### src/include/ctrw_pkg.sv
// Constants, types and helpers shared by the core timer block.
// Assumes a single bus clock; all counts are in bus clock cycles.
package ctrw_pkg;

  // Register indices; the byte address on the bus is four times the index
  localparam logic [15:0] IDX_CTRL_STATUS = 16'h0008;
  localparam logic [15:0] IDX_COUNT = 16'h0009;
  localparam logic [15:0] IDX_EVT_STATUS = 16'h000A;
  localparam logic [15:0] IDX_EVT_MASK = 16'h000B;
  localparam logic [15:0] IDX_SERVICE = 16'h3FF0;

  function automatic logic [31:0] ctrw_byte_addr(input logic [15:0] idx);
    return {14'h0000, idx, 2'b00};
  endfunction

  // Control/status field positions
  localparam int unsigned CS_WRAP_FLAG = 7;
  localparam int unsigned CS_TICK_FLAG = 6;
  localparam int unsigned CS_WRAP_EN = 5;
  localparam int unsigned CS_TICK_EN = 4;
  localparam int unsigned CS_WRAP_CLR = 3;
  localparam int unsigned CS_TICK_CLR = 2;
  localparam int unsigned CS_RATE_HI = 1;
  localparam int unsigned CS_RATE_LO = 0;
  localparam logic [1:0] CS_RATE_RST = 2'h3;
  localparam int unsigned SERVICE_BIT = 0;

  // Divider chain shape
  localparam int unsigned PRESCALE_BITS = 2;
  localparam int unsigned COUNT_BITS = 8;
  localparam int unsigned PRE_TICK_BITS = 4;
  localparam int unsigned TICK_STAGES = 3;
  localparam int unsigned WDOG_STAGES = 3;
  localparam logic [31:0] POR_RELEASE_CYCLES = 32'h00000FE0;

  // Events seen by the interrupt status and mask registers
  typedef struct packed {
    logic wdog;
    logic tick;
    logic wrap;
  } ctrw_evt_t;

  typedef enum logic [1:0] {MODE_RESTART, MODE_RUN, MODE_STOPPED} ctrw_mode_t;

  // True when the low n bits of v are all ones
  function automatic logic ctrw_low_ones(input logic [31:0] v, input int unsigned n);
    logic [31:0] m;
    m = (32'h00000001 << n) - 32'h00000001;
    return (v & m) == m;
  endfunction

endpackage

### src/hdl/ctrw_rst_sync.sv
// Reset release synchroniser for the core timer.
// Assumes RESETN may fall at any time; release is aligned to clk.
`timescale 1ns/1ps
module ctrw_rst_sync (
  // Clock and raw reset
  input wire logic clk,
  input wire logic rst_in_n,
  // Synchronised reset
  output logic rst_out_n
);
  logic meta_q;

  always_ff @(posedge clk or negedge rst_in_n) begin
    if (!rst_in_n) begin
      meta_q <= 1'b0;
      rst_out_n <= 1'b0;
    end else begin
      meta_q <= 1'b1;
      rst_out_n <= meta_q;
    end
  end
endmodule

### src/hdl/ctrw_chain.sv
// Divider chain: prescaler, readable counter, periodic taps, watchdog.
// Assumes clear and run come from the controller on the same clock.
`timescale 1ns/1ps
module ctrw_chain #(
  parameter int unsigned PRE_BITS = ctrw_pkg::PRESCALE_BITS,
  parameter int unsigned CNT_BITS = ctrw_pkg::COUNT_BITS,
  parameter int unsigned PRE_TICK = ctrw_pkg::PRE_TICK_BITS,
  parameter int unsigned TICK_STG = ctrw_pkg::TICK_STAGES,
  parameter int unsigned WDOG_STG = ctrw_pkg::WDOG_STAGES,
  parameter bit WDOG_PRESENT = 1'b1
) (
  // Clock and reset
  input wire logic clk,
  input wire logic rst_n,
  // Control
  input wire logic clear,
  input wire logic run,
  input wire logic [1:0] rate_sel,
  input wire logic wdog_service,
  // Results
  output logic [CNT_BITS-1:0] count,
  output logic wrap,
  output logic tick,
  output logic wdog_expire,
  output logic por_done
);
  localparam int unsigned CHAIN_W = PRE_BITS + CNT_BITS + PRE_TICK + TICK_STG;
  localparam int unsigned TAP0 = PRE_BITS + CNT_BITS + PRE_TICK;

  logic [CHAIN_W-1:0] chain_q;
  logic [31:0] chain_x;

  always_ff @(posedge clk or negedge rst_n) begin
    if (!rst_n) chain_q <= '0;
    else if (clear) chain_q <= '0;
    else if (run) chain_q <= chain_q + 1'b1;
  end

  assign chain_x = 32'(chain_q);
  assign count = chain_q[PRE_BITS +: CNT_BITS];
  assign wrap = run && ctrw_pkg::ctrw_low_ones(chain_x, PRE_BITS + CNT_BITS);
  // Tap n fires once per 2^(14+n) bus cycles
  assign tick = run && ctrw_pkg::ctrw_low_ones(chain_x, TAP0 + 32'(rate_sel));
  assign por_done = run && (chain_x == ctrw_pkg::POR_RELEASE_CYCLES - 32'h1);

  if (WDOG_PRESENT) begin : g_wdog
    logic [WDOG_STG-1:0] wdog_q;
    // Service clears only this stage; the rest of the chain runs on
    always_ff @(posedge clk or negedge rst_n) begin
      if (!rst_n) wdog_q <= '0;
      else if (clear || wdog_service) wdog_q <= '0;
      else if (tick) wdog_q <= wdog_q + 1'b1;
    end
    assign wdog_expire = tick && (&wdog_q);
  end else begin : g_no_wdog
    assign wdog_expire = 1'b0;
  end
endmodule

### src/hdl/ctrw_core_timer.sv
// Core timer top: AHB-Lite register slave, flags, interrupts, low-power
// modes and the watchdog reset request.
// Assumes a single bus clock CLK; CPU_IRQ_MASK, WAIT_MODE, STOP_ENTER and
// STOP_EXIT are synchronous to it; only whole-word single transfers.
`timescale 1ns/1ps

// Operation
// Periodic section divides bus clock by 16384, then three stages, one of four taps.
// Counter wrap from FF to 00 sets wrap flag; interrupt if enabled.
// Writing one to wrap clear bit clears wrap flag; flag not writable.
// Selected tap firing sets the periodic flag; interrupt if enabled.
// Writing one to periodic clear bit clears periodic flag; reset clears it.
// Processor request when enabled flag set and global mask clear.
// Rate select 00..11 gives division 2^14, 2^15, 2^16, 2^17.
// Reset sets rate select to 11; same field sets watchdog period.
// Software services watchdog before changing rate, else a tick may slip.
// Count register is read-only 8-bit counter value, reset to zero.
// Watchdog divides selected tap by eight; timeout is 7 to 8 periods.
// Watchdog expiry raises an internal reset.
// Writing zero to service bit 0 clears only the watchdog stage.
// Watchdog presence is a build-time parameter.
// Chain runs in wait; an enabled timer interrupt wakes the processor.
// Stop clears chain; on exit wait restart delay, clear, then resume.
// Control/status bits 7..0: flags, enables, clear bits, rate select.
// Counter runs at bus clock over four; wrap and release delay from chain.
// Clear bits read zero, store nothing; writing zero has no effect.
module ctrw_core_timer #(
  parameter int unsigned PRE_TICK = ctrw_pkg::PRE_TICK_BITS,
  parameter int unsigned TICK_STG = ctrw_pkg::TICK_STAGES,
  parameter bit WDOG_PRESENT = 1'b1
) (
  // Clock and reset
  input wire logic CLK,
  input wire logic RESETN,
  // AHB-Lite slave
  input wire logic HSEL,
  input wire logic [31:0] HADDR,
  input wire logic [1:0] HTRANS,
  input wire logic HWRITE,
  input wire logic [2:0] HSIZE,
  input wire logic [31:0] HWDATA,
  input wire logic HREADY,
  output logic HREADYOUT,
  output logic HRESP,
  output logic [31:0] HRDATA,
  // Processor side
  input wire logic CPU_IRQ_MASK,
  input wire logic WAIT_MODE,
  input wire logic STOP_ENTER,
  input wire logic STOP_EXIT,
  output logic CPU_IRQ,
  output logic CPU_WAKE,
  output logic WDOG_RESET,
  output logic CHAIN_RUNNING,
  // Event interrupt
  output logic IRQ
);

  ////////////////////////////////////////////////////////////////////////////
  // Reset

  logic rst_n;

  ctrw_rst_sync u_rst_sync (
    .clk(CLK),
    .rst_in_n(RESETN),
    .rst_out_n(rst_n)
  );

  ////////////////////////////////////////////////////////////////////////////
  // Declarations

  ctrw_pkg::ctrw_mode_t mode_q;
  ctrw_pkg::ctrw_mode_t mode_d;
  ctrw_pkg::ctrw_evt_t evt_status_q;
  ctrw_pkg::ctrw_evt_t evt_mask_q;
  ctrw_pkg::ctrw_evt_t evt_now;
  ctrw_pkg::ctrw_evt_t evt_clr;
  logic chain_clear;
  logic chain_run;
  logic [ctrw_pkg::COUNT_BITS-1:0] count;
  logic wrap;
  logic tick;
  logic wdog_expire;
  logic por_done;
  logic wdog_rst_q;
  logic wrap_flag_q;
  logic tick_flag_q;
  logic wrap_en_q;
  logic tick_en_q;
  logic [1:0] rate_q;
  logic wr_pend_q;
  logic rd_pend_q;
  logic [31:0] addr_q;
  logic accept;
  logic [7:0] rd_mux;
  logic wr_cs;
  logic wr_service;
  logic wr_evt_status;
  logic wr_evt_mask;
  logic irq_req;

  ////////////////////////////////////////////////////////////////////////////
  // Divider chain

  ctrw_chain #(
    .PRE_BITS(ctrw_pkg::PRESCALE_BITS),
    .CNT_BITS(ctrw_pkg::COUNT_BITS),
    .PRE_TICK(PRE_TICK),
    .TICK_STG(TICK_STG),
    .WDOG_STG(ctrw_pkg::WDOG_STAGES),
    .WDOG_PRESENT(WDOG_PRESENT)
  ) u_chain (
    .clk(CLK),
    .rst_n(rst_n),
    .clear(chain_clear),
    .run(chain_run),
    .rate_sel(rate_q),
    .wdog_service(wr_service),
    .count(count),
    .wrap(wrap),
    .tick(tick),
    .wdog_expire(wdog_expire),
    .por_done(por_done)
  );

  ////////////////////////////////////////////////////////////////////////////
  // Mode control: power-on and stop restart share one release delay

  always_comb begin
    mode_d = mode_q;
    chain_clear = 1'b0;
    unique case (mode_q)
      ctrw_pkg::MODE_RESTART: begin
        if (por_done) begin
          mode_d = ctrw_pkg::MODE_RUN;
          chain_clear = 1'b1;
        end
      end
      ctrw_pkg::MODE_RUN: begin
        if (STOP_ENTER) begin
          mode_d = ctrw_pkg::MODE_STOPPED;
          chain_clear = 1'b1;
        end
      end
      ctrw_pkg::MODE_STOPPED: begin
        if (STOP_EXIT) mode_d = ctrw_pkg::MODE_RESTART;
      end
    endcase
    // Internal reset clears the chain and resumes without a restart delay
    if (wdog_rst_q) begin
      mode_d = ctrw_pkg::MODE_RUN;
      chain_clear = 1'b1;
    end
  end

  // Chain keeps running in wait; only stop halts it
  assign chain_run = (mode_q != ctrw_pkg::MODE_STOPPED);

  always_ff @(posedge CLK or negedge rst_n) begin
    if (!rst_n) mode_q <= ctrw_pkg::MODE_RESTART;
    else mode_q <= mode_d;
  end

  always_ff @(posedge CLK or negedge rst_n) begin
    if (!rst_n) CHAIN_RUNNING <= 1'b0;
    else CHAIN_RUNNING <= (mode_d == ctrw_pkg::MODE_RUN);
  end

  ////////////////////////////////////////////////////////////////////////////
  // Watchdog reset request

  always_ff @(posedge CLK or negedge rst_n) begin
    if (!rst_n) wdog_rst_q <= 1'b0;
    else wdog_rst_q <= wdog_expire && (mode_q == ctrw_pkg::MODE_RUN);
  end

  always_ff @(posedge CLK or negedge rst_n) begin
    if (!rst_n) WDOG_RESET <= 1'b0;
    else WDOG_RESET <= wdog_expire && (mode_q == ctrw_pkg::MODE_RUN);
  end

  ////////////////////////////////////////////////////////////////////////////
  // AHB-Lite slave: writes zero wait, reads one wait state

  assign accept = HSEL && HTRANS[1] && HREADY;

  always_ff @(posedge CLK or negedge rst_n) begin
    if (!rst_n) begin
      wr_pend_q <= 1'b0;
      rd_pend_q <= 1'b0;
      addr_q <= 32'h00000000;
    end else begin
      wr_pend_q <= accept && HWRITE;
      rd_pend_q <= accept && !HWRITE;
      if (accept) addr_q <= HADDR;
    end
  end

  // Read data sampled a cycle late so a write just before is visible
  always_ff @(posedge CLK or negedge rst_n) begin
    if (!rst_n) begin
      HREADYOUT <= 1'b1;
      HRDATA <= 32'h00000000;
    end else begin
      HREADYOUT <= !(accept && !HWRITE);
      if (rd_pend_q) HRDATA <= {24'h000000, rd_mux};
    end
  end

  always_ff @(posedge CLK or negedge rst_n) begin
    if (!rst_n) HRESP <= 1'b0;
    else HRESP <= 1'b0;
  end

  assign wr_cs = wr_pend_q && (addr_q == ctrw_pkg::ctrw_byte_addr(ctrw_pkg::IDX_CTRL_STATUS));
  assign wr_evt_status = wr_pend_q
    && (addr_q == ctrw_pkg::ctrw_byte_addr(ctrw_pkg::IDX_EVT_STATUS));
  assign wr_evt_mask = wr_pend_q
    && (addr_q == ctrw_pkg::ctrw_byte_addr(ctrw_pkg::IDX_EVT_MASK));
  assign wr_service = wr_pend_q && !HWDATA[ctrw_pkg::SERVICE_BIT]
    && (addr_q == ctrw_pkg::ctrw_byte_addr(ctrw_pkg::IDX_SERVICE));

  always_comb begin
    rd_mux = 8'h00;
    if (addr_q == ctrw_pkg::ctrw_byte_addr(ctrw_pkg::IDX_CTRL_STATUS)) begin
      rd_mux[ctrw_pkg::CS_WRAP_FLAG] = wrap_flag_q;
      rd_mux[ctrw_pkg::CS_TICK_FLAG] = tick_flag_q;
      rd_mux[ctrw_pkg::CS_WRAP_EN] = wrap_en_q;
      rd_mux[ctrw_pkg::CS_TICK_EN] = tick_en_q;
      rd_mux[ctrw_pkg::CS_RATE_HI] = rate_q[1];
      rd_mux[ctrw_pkg::CS_RATE_LO] = rate_q[0]; // clear bits stay zero
    end else if (addr_q == ctrw_pkg::ctrw_byte_addr(ctrw_pkg::IDX_COUNT)) begin
      rd_mux = count;
    end else if (addr_q == ctrw_pkg::ctrw_byte_addr(ctrw_pkg::IDX_EVT_STATUS)) begin
      rd_mux = {5'h00, evt_status_q};
    end else if (addr_q == ctrw_pkg::ctrw_byte_addr(ctrw_pkg::IDX_EVT_MASK)) begin
      rd_mux = {5'h00, evt_mask_q};
    end
  end

  ////////////////////////////////////////////////////////////////////////////
  // Control/status register

  // Count register has no write path, so writes to it are dropped
  always_ff @(posedge CLK or negedge rst_n) begin
    if (!rst_n) begin
      wrap_en_q <= 1'b0;
      tick_en_q <= 1'b0;
      rate_q <= ctrw_pkg::CS_RATE_RST;
    end else if (wdog_rst_q) begin
      wrap_en_q <= 1'b0;
      tick_en_q <= 1'b0;
      rate_q <= ctrw_pkg::CS_RATE_RST;
    end else if (wr_cs) begin
      wrap_en_q <= HWDATA[ctrw_pkg::CS_WRAP_EN];
      tick_en_q <= HWDATA[ctrw_pkg::CS_TICK_EN];
      // Changing rate near a tap edge may slip one tick
      rate_q <= {HWDATA[ctrw_pkg::CS_RATE_HI], HWDATA[ctrw_pkg::CS_RATE_LO]};
    end
  end

  // Flags: a new event in the clear cycle wins over the clear
  always_ff @(posedge CLK or negedge rst_n) begin
    if (!rst_n) wrap_flag_q <= 1'b0;
    else if (wdog_rst_q) wrap_flag_q <= 1'b0;
    else if (evt_now.wrap) wrap_flag_q <= 1'b1;
    else if (wr_cs && HWDATA[ctrw_pkg::CS_WRAP_CLR]) wrap_flag_q <= 1'b0;
  end

  always_ff @(posedge CLK or negedge rst_n) begin
    if (!rst_n) tick_flag_q <= 1'b0;
    else if (wdog_rst_q) tick_flag_q <= 1'b0;
    else if (evt_now.tick) tick_flag_q <= 1'b1;
    else if (wr_cs && HWDATA[ctrw_pkg::CS_TICK_CLR]) tick_flag_q <= 1'b0;
  end

  ////////////////////////////////////////////////////////////////////////////
  // Processor request and wake

  // Events only count once the release delay has passed
  assign evt_now.wrap = wrap && (mode_q == ctrw_pkg::MODE_RUN);
  assign evt_now.tick = tick && (mode_q == ctrw_pkg::MODE_RUN);
  assign evt_now.wdog = wdog_expire && (mode_q == ctrw_pkg::MODE_RUN);

  assign irq_req = (wrap_flag_q && wrap_en_q) || (tick_flag_q && tick_en_q);

  always_ff @(posedge CLK or negedge rst_n) begin
    if (!rst_n) CPU_IRQ <= 1'b0;
    else CPU_IRQ <= irq_req && !CPU_IRQ_MASK;
  end

  always_ff @(posedge CLK or negedge rst_n) begin
    if (!rst_n) CPU_WAKE <= 1'b0;
    else CPU_WAKE <= irq_req && WAIT_MODE;
  end

  ////////////////////////////////////////////////////////////////////////////
  // Event status and mask; status survives the watchdog reset

  assign evt_clr = wr_evt_status ? ctrw_pkg::ctrw_evt_t'(HWDATA[2:0]) : '0;

  always_ff @(posedge CLK or negedge rst_n) begin
    if (!rst_n) evt_status_q <= '0;
    else evt_status_q <= evt_now | (evt_status_q & ~evt_clr);
  end

  always_ff @(posedge CLK or negedge rst_n) begin
    if (!rst_n) evt_mask_q <= '0;
    else if (wr_evt_mask) evt_mask_q <= ctrw_pkg::ctrw_evt_t'(HWDATA[2:0]);
  end

  always_ff @(posedge CLK or negedge rst_n) begin
    if (!rst_n) IRQ <= 1'b0;
    else IRQ <= |(evt_status_q & evt_mask_q);
  end

endmodule

### config.mk
export PLATFORM = sky130hd
export DESIGN_NAME = ctrw_core_timer
export DESIGN_NICKNAME = d
export VERILOG_FILES = /design/src/include/ctrw_pkg.sv /design/src/hdl/ctrw_rst_sync.sv /design/src/hdl/ctrw_chain.sv /design/src/hdl/ctrw_core_timer.sv
export SDC_FILE = /design/constraint.sdc
export NUM_CORES = 1
export LEC_CHECK = 0
export BUFFER_PORTS_ARGS = -buffer_cell sky130_fd_sc_hd__buf_2
export CAP_MARGIN = 20
export CORE_ASPECT_RATIO = 0.75
export CORE_MARGIN = 4
export CORE_UTILIZATION = 56
export DETAILED_ROUTE_END_ITERATION = 7
export PLACE_DENSITY = 0.85
export SLEW_MARGIN = 10
export SYNTH_ARGS = -nofsm -noshare
export SYNTH_HDL_FRONTEND = slang
export SYNTH_SLANG_ARGS = --single-unit
### constraint.sdc
create_clock -name CLK -period 7.4 [get_ports CLK]
set_input_delay 0.74 -clock CLK [delete_from_list [all_inputs] [get_ports CLK]]
set_output_delay 0.74 -clock CLK [all_outputs]
set_load 0.05 [all_outputs]
Word-level counts from Yosys, hierarchy flattened
Cells that the tools add are included.

word-level totals
  register bits after elaboration = 84
  bits of input ports = 78
  output and inout port bits = 39
  logic and storage cells = 116

cells by class
  multiplexer cells = 32
  shift operators = 1
  eq/ne operators = 12
  $add $sub $neg = 4
  bitwise logic cells = 5
  reductions and logical operators = 36

operators with widths
  kind                                                                   number
  32-bit by 6-bit == test with 1-bit output (second input constant)      4
  17-bit two-way mux                                                     2
  17-bit by 32-bit bitwise AND with 32-bit output                        1
  32-bit by 16-bit == test with 1-bit output (second input constant)     1
  32-bit == test                                                         1
  1-bit by 32-bit left shift with 32-bit output (first input constant)   1
  32-bit by 1-bit subtractor with 32-bit output (second input constant)  1
  1-bit logical AND                                                      22
  17-bit by 1-bit adder with 17-bit output (second input constant)       1
  17-bit by 12-bit == test with 1-bit output (second input constant)     1
  2-bit two-way mux                                                      8
  8-bit two-way mux                                                      2
  1-bit two-way mux                                                      13
  3-bit two-way mux                                                      4
  10-bit == test (second input constant)                                 1
  3-bit bitwise AND                                                      2
  2-bit one-hot mux with 3 select lines                                  1
  2-bit nonzero test                                                     3
  3-bit nonzero test                                                     2
  4-bit by 2-bit adder with 5-bit output (first input constant)          1
  2-bit by 1-bit == test with 1-bit output (second input constant)       2
  1-bit logical NOT                                                      4
  4-bit two-way mux                                                      1
  3-bit by 1-bit adder with 3-bit output (second input constant)         1
  other kinds (9)                                                        10

Depth between registers and ports, before layout
Gate-level depths: netlist of run 1.

  depth after elaboration = 9
  gate-level depth with buffers = 9
  gate-level depth less buffers = 7

Cells and area by module
Synthesis of run 1 repeated with hierarchy kept, for this count alone.

unflattened totals
  cells, all modules = 378
  area, all modules = 4,227.8 µm²

modules (own cells, without submodules)
  module           seq. area each (µm²)  area each (µm²)  cells each  instances
  ctrw_core_timer  1,555.2               2,999.1          247         1
  ctrw_chain       500.5                 1,174.9          128         1
  ctrw_rst_sync    50.0                  53.8             3           1

Worst setup path after synthesis of run 1
No wires, ideal clock.

  kind = reg-to-reg
  from = reg mode_q[0]
  to = reg u_chain.g_wdog.wdog_q[1]
  arrival = 1.914 ns
  slack = 5.368 ns
  path buffers = 1
  period minus slack after synthesis = 2.032 ns
  required time = 7.281 ns
  stages on the path, launching flop included = 9
  setup time = 0.119 ns
  path through = dfrtp_1 > inv_1 > ha_1 > clkbuf_1 > nand4b_1 > or2_2 > nor4_4 > mux2i_1 > nor2_1

between the ends
  word-level cells in the longest chain between the ends = 7
  elaborated cells on any way between the ends = 11
  those cells by class = eq/ne (2); mux (4); reduce/logical (5)

RTL lines
  what                                                            RTL line                text
  start: declaration                                              ctrw_core_timer.sv:73   ctrw_pkg::ctrw_mode_t mode_q;
  start signal: assignment                                        ctrw_core_timer.sv:161  if (!rst_n) mode_q <= ctrw_pkg::MODE_RESTART;
  start signal: assignment                                        ctrw_core_timer.sv:162  else mode_q <= mode_d;
  2-bit inequality test                                           ctrw_core_timer.sv:158  assign chain_run = (mode_q != ctrw_pkg::MODE_STOPPED);
  1-bit logical AND                                               ctrw_chain.sv:44        assign por_done = run && (chain_x == ctrw_pkg::POR_RELEASE_CYCLES - 32'h1);
  1-bit two-way mux                                               ctrw_core_timer.sv:135  if (por_done) begin
  1-bit one-hot mux with 2 select lines                           ctrw_core_timer.sv:133  unique case (mode_q)
  1-bit two-way mux                                               ctrw_core_timer.sv:151  if (wdog_rst_q) begin
  1-bit logical OR                                                ctrw_chain.sv:51        else if (clear || wdog_service) wdog_q <= '0;
  3-bit two-way mux / 2-bit nonzero test (equally long branches)  -
  end signal: assignment                                          ctrw_chain.sv:52        else if (tick) wdog_q <= wdog_q + 1'b1;
  end: declaration                                                ctrw_chain.sv:47        logic [WDOG_STG-1:0] wdog_q;

Parallel ways exist; a longest one is shown, timed or not.
A chain may end at the register's enable or synchronous reset.

Worst setup path in the final report of run 1
  from = reg addr_q[21]
  to = reg HRDATA[1]

between the ends
  word-level cells in the longest chain between the ends = 5
  elaborated cells on any way between the ends = 8
  those cells by class = eq/ne (4); mux (4)

RTL lines
  what                                       RTL line                text
  start: declaration                         ctrw_core_timer.sv:94   logic [31:0] addr_q;
  start signal: assignment                   ctrw_core_timer.sv:192  addr_q <= 32'h00000000;
  start signal: assignment                   ctrw_core_timer.sv:196  if (accept) addr_q <= HADDR;
  32-bit by 6-bit == test with 1-bit output  ctrw_core_timer.sv:237  end else if (addr_q == ctrw_pkg::ctrw_byte_addr(ctrw_pkg::IDX_EVT_MASK)) begin
  3-bit two-way mux                          ctrw_core_timer.sv:237
  8-bit two-way mux                          ctrw_core_timer.sv:235  end else if (addr_q == ctrw_pkg::ctrw_byte_addr(ctrw_pkg::IDX_EVT_STATUS)) begin
  8-bit two-way mux                          ctrw_core_timer.sv:233  end else if (addr_q == ctrw_pkg::ctrw_byte_addr(ctrw_pkg::IDX_COUNT)) begin
  2-bit two-way mux (*)                      ctrw_core_timer.sv:226  if (addr_q == ctrw_pkg::ctrw_byte_addr(ctrw_pkg::IDX_CTRL_STATUS)) begin
  end signal: assignment                     ctrw_core_timer.sv:207  if (rd_pend_q) HRDATA <= {24'h000000, rd_mux};
  end: declaration                           ctrw_core_timer.sv:45   output logic [31:0] HRDATA,

Mark *: on every way between the ends. The rest lies on a longest branch, timed or not.

==> out/summary.txt, run 1 <==
Chip height = 81.96 um
Seq cells post-synth = 84
Main area contributors after synthesis = dfrtp_1, mux2_2, buf_4
Post-CTS Setup Inserts = 0
Critical path endpoint category = flop
Clk sinks = 84
Post_cts resized = 0
Post-synth EDFFs = 0
Max_slew headroom = 49.78%
Clk slew on worst S/H paths = 0.08 ns
Yosys cell types = 47
Outcome = complete, no violations
DP Wirelength = 5759 um
Die ar. = 8737 um^2
Avg Cell Area, Syn = 11.22 um^2
PD cells = 271.0 nW/um^2
ANT nets after route = 0
Slowest CP cell = or4_4
Number of buffers created by CTS = 9
GRT overflow = 0
First drt pass iteration count = 4
Gpl congestion = 0.9015
Tot GR Track Use = 19.43%
Minimum clock period = 2.243 ns
Maximum fanout along the worst path = 5
Mapped Area = 4084 um^2
CP Data Arrival Time = 2.47 ns
Hold Path Class = in2async
Starting Density = 58.66%
Hold Buf Count CTS = 0
Skew-Pair Late Insertion Delay = 0.35 ns
Port Buffers = 61
Final setup viols = 0
Final Hold Vio Count = 0
Leak = 2.159 nW
Seq/Total Area, Yosys = 51.56%
CTS tree = done
Slew @ Worst Pin = 0.7472 ns
Peak Freq = 0.4459 GHz
Largest net degree at the start of global routing = 83
Fin nets = 513
CTS root buffer = clkbuf_8
Setup TNS = 0 ns
Synth area leader = dfrtp_1
Final core occ = 66.61%
Drt via density = 5.272
Worst setup SP type = flop
Worst VDD drop = 0.1908 mV
Post-synth top cells = dfrtp_1, mux2_2, nor2_1, buf_4, nand2_1
Critical path class = reg2reg
# IOs = 117
Via Count = 2,789
Total power = 1.256 mW
Worst path required time = 7.63 ns
Initial antenna violation count = 1
Diode count = 0
Worst path cell trace = nor4_2, nand2_1, or4_4, or2_1, o41a_1
Synth-to-Final Area Change = 13.54%
Crit path buf inv count = 0
Total Wirelength = 7722 um
DIE WIDTH = 106.6 um
Residual DRC count = 0
Global-route wire length before repair = 13,140 um
Ys Warns = 0
Initial DRC count = 103
Slowest stage delay, CP = 0.60 ns
Post-synth top flop = dfrtp_1
Setup Skew = 0.006994 ns
RSZ-0062 raised after global routing = false
Share of Yosys cell area claimed by the top area cell type = 49.63%
Core area = 6962 um^2
Post-Syn Instances = 364
Share of layout cells above drive strength 1 = 30.63%
Cell Area, Placed = 4385 um^2
Max cap viols = 0
DR WL/cell = 14.60 um
Reg-to-reg setup timing slack = 5.16 ns
Maximum root-to-sink buffer count = 2
Cell area after layout = 4637 um^2
Vias in the first global route = 2,745
Top Family by Delay on Critical Path = simple AND/OR/NAND/NOR gates
Count leader, synth = dfrtp_1
Async SR Flop Fraction = 100.0%
H-tree Lvls = 3
Row count = 26
Fin. max-slew vios = 0
Final period util = 30.31%
[power breakdown]
part	switching [mW]	leakage, nW	internal (mW)
clock	0.153	0.111	0.206
combinational	0.137	0.997	0.117
sequential	0.0964	1.05	0.547
[per-stage QoR]
step | worst slack (ns) | hold slack [ns] | instances
after floorplan | 4.892 | 0.3312 | 388
after global placement | 5.207 | 0.3397 | 513
after detailed placement | 5.160 | 0.3358 | 513
after CTS | 5.142 | 0.1383 | 528
after global routing | 4.941 | 0.1340 | 529
final | 5.157 | 0.1575 | 529
[path summary, 6_finish.rpt]
| kind | startpoint | depth (start not counted) | endpoint |
|---|---|---|---|
| hold / removal | RESETN | 1 | u_rst_sync.meta_q |
| setup / recovery | addr_q[21] | 5 | HRDATA[1] |
| min in group CLK | u_rst_sync.meta_q | 0 | u_rst_sync.rst_out_n |
| setup reg to reg | addr_q[21] | 5 | HRDATA[1] |
| hold reg to reg | u_rst_sync.rst_out_n | 0 | u_chain.chain_q[4] |
| max in group asynchronous | u_rst_sync.rst_out_n | 1 | rate_q[0] |
[logic make-up (layout without fill, tap and decap cells)]
kind of cell	count (synthesis)	count (layout)	synth area share [%]
AOI/OAI and AO/OA	39	39	6.894
xor gates and xnor gates	17	17	3.646
adders and majority gates	8	8	2.451
buffers and inverters	52	95	7.138
DFF	84	84	51.56
muxes	45	45	12.13
other	2	26	0.1839
and+or+nand+nor	117	117	15.99
[flip-flops by register name (all words and copies together) (netlist names), 2 cells and up]
signal,cells
HRDATA,8
addr_q,32
evt_mask_q,3
evt_status_q,3
mode_q,2
rate_q,2
u_chain.chain_q,17
u_chain.g_wdog.wdog_q,3
[routing by layer]
metal	global-route usage (%)	wire length, um	vias up
li1	-	-	1337
met1	26.15	3538	1346
met2	29.84	3442	90
met3	7.384	637	14
met4	5.236	88	2
met5	0	13	-
[layout by cell type, fill, tap and decap left out, types with 8 or more instances in the layout]
cell type	instances
dfrtp_1	80
buf_2	61
mux2_2	36
nor2_1	34
conb_1	26
nand2_1	20
inv_1	17
nand3_1	11
clkbuf_8	11
mux2i_1	9
xnor2_1	9
xor2_1	8
ha_1	8
[area by class of cell]
type,instances,area (um^2)
well taps,98,122.6
flip-flops and latches,84,2110
clock inverters,4,72.57
multi-input cells,252,1777
inverters,17,63.81
clock buffers,11,151.4
fillers,550,2325
repair buffers,63,340.3
Note: power is estimated with default switching activity, not from simulation.
==> run 2, diff against run 1 <==
--- a/config.mk
+++ b/config.mk
@@ -5,13 +5,14 @@
 export SDC_FILE = /design/constraint.sdc
 export NUM_CORES = 1
 export LEC_CHECK = 0
+export ABC_AREA = 1
 export BUFFER_PORTS_ARGS = -buffer_cell sky130_fd_sc_hd__buf_2
 export CAP_MARGIN = 20
 export CORE_ASPECT_RATIO = 0.75
 export CORE_MARGIN = 4
-export CORE_UTILIZATION = 56
+export CORE_UTILIZATION = 53
 export DETAILED_ROUTE_END_ITERATION = 7
-export PLACE_DENSITY = 0.85
+export PLACE_DENSITY = 0.8
 export SLEW_MARGIN = 10
 export SYNTH_ARGS = -nofsm -noshare
 export SYNTH_HDL_FRONTEND = slang
==> constraint.sdc (replaced) <==
create_clock -name CLK -period 2.3 [get_ports CLK]
set_input_delay 0.23 -clock CLK [delete_from_list [all_inputs] [get_ports CLK]]
set_output_delay 0.23 -clock CLK [all_outputs]
set_load 0.05 [all_outputs]
==> run 2 against run 1 <==
Net effect: final area grew 7.0%; global-route usage grew 1.6 points; final cell count is 29% higher; critical path depth rose by 2.
==> out/summary.txt, run 2 <==
Outcome = complete, no violations
Fin. max-slew vios = 0 (unchanged)
Share of Yosys cell area claimed by the top area cell type = 45.98% (-3.6 points)
Yosys cell types = 37 (-21%)
Post-synth top cells = nand2_1, dfrtp_1, nor2_1, nand3_1, inv_1
DIE WIDTH = 113.3 um (+6.3%)
Peak Freq = 0.4957 GHz (+11%)
Setup TNS = 0 ns (unchanged)
Critical path endpoint category = flop
Max cap viols = 0 (unchanged)
PD cells = 747.4 nW/um^2 (+180%)
Gpl congestion = 0.9254 (+2.7%)
FF/Latch Area = 2110 um^2 (unchanged)
Via Count = 3,574 (+28%)
Async SR Flop Fraction = 100.0% (unchanged)
Skew-Pair Late Insertion Delay = 0.36 ns (about the same)
RSZ-0062 raised after global routing = false
Fin nets = 659 (+28%)
Placed insts = 665 (+30%)
Number of buffers created by CTS = 9 (unchanged)
Count leader, synth = nand2_1
Diode count = 0 (unchanged)
Flip-flop count of the largest register after layout = 32 (unchanged)
Core area = 7988 um^2 (+15%)
Drt via density = 5.233 (-0.75%)
Final setup viols = 0 (unchanged)
GR Layer Usage met2 = 31.29% (+1.5 points)
Minimum clock period = 2.017 ns (-0.2253 ns)
Post_cts resized = 0 (unchanged)
Biggest regs = addr_q (32), u_chain.chain_q (17), HRDATA (8)
Chip height = 86.98 um (+6.1%)
Synth area leader = dfrtp_1
First drt pass iteration count = 5 (+1)
GRT overflow = 0 (unchanged)
Commonest non-fill, non-tap cell in the layout = nand2_1
Max_slew headroom = 43.25% (-6.5 points)
Tot GR Track Use = 21.07% (+1.6 points)
Met1 GRT Util = 30.59% (+4.4 points)
CP Data Arrival Time = 2.27 ns (-0.20 ns)
Leak = 2.415 nW (+12%)
Post-synth EDFFs = 0 (unchanged)
Share of layout cells above drive strength 1 = 25.26% (-5.4 points)
Hold Path Class = in2reg
Hold Buf Count CTS = 1 (+1)
H-tree Lvls = 3 (unchanged)
Final core occ = 62.12% (-4.5 points)
Critical path class = reg2reg
Seq/Total Area, Yosys = 47.77% (-3.8 points)
GR Util met3 = 5.069% (-2.3 points)
Maximum fanout along the worst path = 8 (+3)
Global-route wire length before repair = 16,330 um (+24%)
DP Wirelength = 7565 um (+31%)
Final period util = 87.71% (+57 points)
Residual DRC count = 0 (unchanged)
Most frequent cells in the layout = nand2_1, dfrtp_1, buf_2
Setup Skew = 0.009439 ns (+0.002445 ns)
Total Wirelength = 9872 um (+28%)
Initial antenna violation count = 0 (-1)
Die ar. = 9855 um^2 (+13%)
DR WL/cell = 14.45 um (-0.98%)
Initial DRC count = 250 (+140%)
Post-synth top flop = dfrtp_1
# IOs = 117 (unchanged)
Post-CTS Setup Inserts = 0 (unchanged)
Row count = 28 (+7.7%)
Final Non-Filler Cells = 683 (+29%)
Worst path required time = 2.55 ns (-5.08 ns)
Seq cells post-synth = 84 (unchanged)
Starting Density = 55.18% (-3.5 points)
Port Buffers = 61 (unchanged)
ANT nets after route = 0 (unchanged)
Multi-input logic area = 1997 um^2 (+12%)
Worst VDD drop = 0.3546 mV (+86%)
Avg Cell Area, Syn = 8.763 um^2 (-22%)
Clk slew on worst S/H paths = 0.09 ns (about the same)
Final Hold Vio Count = 0 (unchanged)
Final-layout fill cell count = 696 (+27%)
Synth-to-Final Area Change = 12.57%
Reg with most FFs = addr_q
Total power = 3.709 mW (+200%)
Slew @ Worst Pin = 0.8503 ns (+0.1031 ns)
Largest net degree at the start of global routing = 47 (-43%)
Hold WS = 0.05276 ns (-0.1047 ns)
Mapped Area = 4408 um^2 (+7.9%)
Ys Warns = 0 (unchanged)
Clk sinks = 84 (unchanged)
CTS root buffer = clkbuf_8
Worst setup SP type = flop
Vias in the first global route = 3,416 (+24%)
Main area contributors after synthesis = dfrtp_1, nand2_1, mux2_2
Gr busiest metal = met2
Maximum root-to-sink buffer count = 2 (unchanged)
CTS tree = done
Post-Syn Instances = 503 (+38%)
run 2: changes by cell type after synthesis, sizes merged, moves of 11 or more:
| cell | before | now |
|---|---|---|
| inv | 17 | 46 |
| nand3 | 11 | 45 |
| nor3 | 4 | 18 |
| nand4 | 3 | 14 |
| nor2 | 34 | 69 |
| nand2 | 20 | 110 |
run 2: metrics by stage:
step / instance area (um^2) / setup slack (ns)
after global routing: 4962 / 0.1580
after global placement: 4766 / 0.4067
after CTS: 4952 / 0.3267
after floorplan: 4499 / 0.6131
final: 4962 / 0.2827
after detailed placement: 4766 / 0.3374
run 2: layout make-up:
cell class | count | share of cell area (%)
Inverter | 46 | 3.480
Multi-Input combinational cell | 364 | 40.24
Clock buffer | 11 | 2.849
Tap cell | 105 | 2.648
Timing Repair Buffer | 68 | 7.564
Clock inverter | 5 | 0.7060
Sequential cell | 84 | 42.51
run 2: path summary, 6_finish.rpt:
path                                      start              endpoint  slack [ns]  cells past startpoint
min                                      HWRITE             rd_pend_q        0.05                      2
max in group asynchronous  u_rst_sync.rst_out_n             HREADYOUT        1.28                      1
max reg2reg                  u_chain.chain_q[0]    u_chain.chain_q[8]        0.28                      7
min in group asynchronous                RESETN  u_rst_sync.rst_out_n        0.18                      2
max                          u_chain.chain_q[0]    u_chain.chain_q[8]        0.28                      7
min reg2reg                u_rst_sync.rst_out_n       evt_status_q[2]        0.35                      0
run 2: worst max-delay path, stage by stage, from the launching register on:
cell and delay (ns):
dfrtp_1 0.45, ha_1 0.27, inv_2 0.06, nor4_2 0.40, nand3_2 0.23, nand2_2 0.23, buf_4 0.20, nor3_1 0.06
run 2: logic make-up (layout without fill, tap and decap cells):
family,count (synthesis),in the layout,synth area share [%]
and+or+nand+nor,261,261,27.96
DFF,84,84,47.77
buffers and inverters,79,130,9.083
AOI/OAI and AO/OA,34,34,4.314
muxes,26,26,6.642
xor gates and xnor gates,9,9,1.788
adders and majority gates,8,8,2.271
other,2,26,0.1704
run 2: metal layers:
| layer | wire, um | part of all wire, % |
|---|---|---|
| met1 | 4693 | 48 |
| met2 | 4224 | 43 |
| met3 | 795 | 8.1 |
| met4 | 159 | 1.6 |
| met5 | 0 | 0 |
run 2: where the power goes:
group | leakage (nW) | total, mW | switching (mW) | internal, mW
Combinational | 1.31 | 0.862 | 0.549 | 0.313
Sequential | 1.01 | 1.88 | 0.210 | 1.67
Clock | 0.0897 | 0.969 | 0.545 | 0.424
==> run 3, diff against run 2 <==
--- a/config.mk
+++ b/config.mk
@@ -10,9 +10,10 @@
 export CAP_MARGIN = 20
 export CORE_ASPECT_RATIO = 0.75
 export CORE_MARGIN = 4
-export CORE_UTILIZATION = 53
+export CORE_UTILIZATION = 33
+export CTS_CLUSTER_DIAMETER = 200
 export DETAILED_ROUTE_END_ITERATION = 7
-export PLACE_DENSITY = 0.8
+export PLACE_DENSITY = 0.56
 export SLEW_MARGIN = 10
 export SYNTH_ARGS = -nofsm -noshare
 export SYNTH_HDL_FRONTEND = slang
==> run 3 against run 2 <==
Net effect: die area up 55%; via count is 2.7% lower; largest power group unchanged; total power up 13%; critical path depth unchanged; largest cell class unchanged; critical endpoint is now u_chain.chain_q[7].
==> out/summary.txt, run 3 (synthesized netlist as in run 2, its figures left out) <==
Outcome = complete, no violations
Drt via density = 4.636 (-11%)
Maximum root-to-sink buffer count = 2 (unchanged)
FF/Latch Area = 2110 um^2 (unchanged)
Setup TNS = 0 ns (unchanged)
Row count = 36 (+29%)
Max cap viols = 0 (unchanged)
DP Wirelength = 8042 um (+6.3%)
Reg-to-reg setup timing slack = 0.38 ns (+0.09 ns)
Final Non-Filler Cells = 750 (+9.8%)
GRT overflow = 0 (unchanged)
Hold Buf Count CTS = 1 (unchanged)
Number of buffers created by CTS = 9 (unchanged)
Placed insts = 733 (+10%)
Minimum clock period = 1.924 ns (-0.09348 ns)
Max_slew headroom = 66.12% (+23 points)
Fin. max-slew vios = 0 (unchanged)
PD cells = 811.6 nW/um^2 (+8.6%)
Synth-to-Final Area Change = 17.26%
Port Buffers = 61 (unchanged)
DIE WIDTH = 141.5 um (+25%)
Total Wirelength = 10,340 um (+4.7%)
Core area = 13,020 um^2 (+63%)
Die ar. = 15,290 um^2 (+55%)
Hold WS = 0.04816 ns (-0.004601 ns)
Biggest regs = addr_q (32), u_chain.chain_q (17), HRDATA (8)
Critical path class = reg2reg
Via Count = 3,477 (-2.7%)
Vias in the first global route = 3,400 (-0.47%)
Multi-input logic area = 1992 um^2 (-0.25%)
Hold Path Class = in2reg
RSZ-0062 raised after global routing = false
ANT nets after route = 0 (unchanged)
Starting Density = 33.86% (-21 points)
Final Hold Vio Count = 0 (unchanged)
Start of the worst register-to-register path = u_chain.chain_q[1]
First drt pass iteration count = 4 (-1)
Post_cts resized = 0 (unchanged)
Most frequent cells in the layout = nand2_1, dfrtp_1, buf_2
Worst setup SP type = flop
Residual DRC count = 0 (unchanged)
Initial antenna violation count = 1 (+1)
Register-to-Register Path Depth = 7 (unchanged)
CTS tree = done
Leak = 2.471 nW (+2.3%)
Critical path endpoint category = flop
Total power = 4.195 mW (+13%)
Skew-Pair Late Insertion Delay = 0.33 ns (-0.03 ns)
CP Data Arrival Time = 2.14 ns (-0.13 ns)
Maximum fanout along the worst path = 9 (+1)
Critical R2R Capture = u_chain.chain_q[7]
Post-CTS Setup Inserts = 0 (unchanged)
Clk sinks = 84 (unchanged)
Final core occ = 39.71% (-22 points)
Setup Skew = 0.007383 ns (-0.002057 ns)
Final setup viols = 0 (unchanged)
Initial DRC count = 166 (-34%)
Diode count = 0 (unchanged)
Gpl congestion = 0.9190 (-0.69%)
Worst VDD drop = 0.4209 mV (+19%)
Worst path required time = 2.52 ns (-0.03 ns)
# IOs = 117 (unchanged)
Commonest non-fill, non-tap cell in the layout = nand2_1
H-tree Lvls = 3 (unchanged)
Tot GR Track Use = 14.06% (-7.0 points)
Peak Freq = 0.5198 GHz (+4.9%)
Share of layout cells above drive strength 1 = 25.56% (+0.30 points)
Hold path startpoint = CPU_IRQ_MASK
Hold path endpoint = CPU_IRQ
Slew @ Worst Pin = 0.5035 ns (-0.3468 ns)
CTS root buffer = clkbuf_16
Chip height = 108.1 um (+24%)
Fin nets = 660 (+0.15%)
Clk slew on worst S/H paths = 0.06 ns (-0.03 ns)
Hold Crit Depth = 2 (unchanged)
DR WL/cell = 13.78 um (-4.6%)
Final-layout fill cell count = 1,326 (+91%)
Largest net degree at the start of global routing = 48 (+2.1%)
Global-route wire length before repair = 16,990 um (+4.1%)
Reg with most FFs = addr_q
Flip-flop count of the largest register after layout = 32 (unchanged)
Final period util = 83.64% (-4.1 points)
-- run 3: cell count changes in the layout (fill, tap and decap cells not counted), sizes merged --
cell / delta
inv: +1
clkbuf: -2
clkinv: -1
clkinvlp: +1
dlygate4sd3: -1
bufinv: +1
buf: +2
-- run 3: worst max-delay path by stage --
stage               slack [ns]                       end  depth (start not counted)                from
floorplan                 0.61  u_chain.g_wdog.wdog_q[0]                          9           rate_q[1]
global placement          0.44       u_chain.chain_q[16]                         12           mode_q[0]
detailed placement        0.41       u_chain.chain_q[16]                         12           mode_q[0]
CTS                       0.39       u_chain.chain_q[16]                         12           mode_q[0]
global route              0.24       u_chain.chain_q[16]                         12           mode_q[0]
finish                    0.38        u_chain.chain_q[7]                          7  u_chain.chain_q[1]
-- run 3: final cells by class --
cell class,count,area share [%]
multi-input cells,364,38.54
clock buffers,9,4.357
well taps,171,4.139
inverters,46,3.341
clock inverters,7,1.452
repair buffers,69,7.359
flip-flops and latches,84,40.81
-- run 3: where the power goes --
group | switching [mW] | internal (mW)
Clock | 0.604 | 0.848
Combinational | 0.553 | 0.314
Sequential | 0.206 | 1.67
Total | 1.36 | 2.83
-- run 3: stage by stage --
| stage | cell area, um^2 | setup WS (ns) |
|---|---|---|
| after floorplan | 4499 | 0.6131 |
| after global placement | 4858 | 0.4422 |
| after detailed placement | 4858 | 0.4077 |
| after CTS | 5169 | 0.3910 |
| after global routing | 5169 | 0.2422 |
| final | 5169 | 0.3762 |
-- run 3: metal layers --
metal	global-route usage, %	routed length (um)	vias up
met5	0	7	-
met4	4.726	161	2
met3	3.758	615	15
met2	19.99	4377	84
met1	20.66	5177	1636
li1	-	-	1740
-- run 3: worst max-delay path, stage by stage (launching register included) --
cell	delay (ns)
dfrtp_1	0.44
ha_1	0.28
inv_2	0.06
nor4_2	0.43
nand3_2	0.14
nand2_2	0.21
buf_4	0.20
nor3b_1	0.06
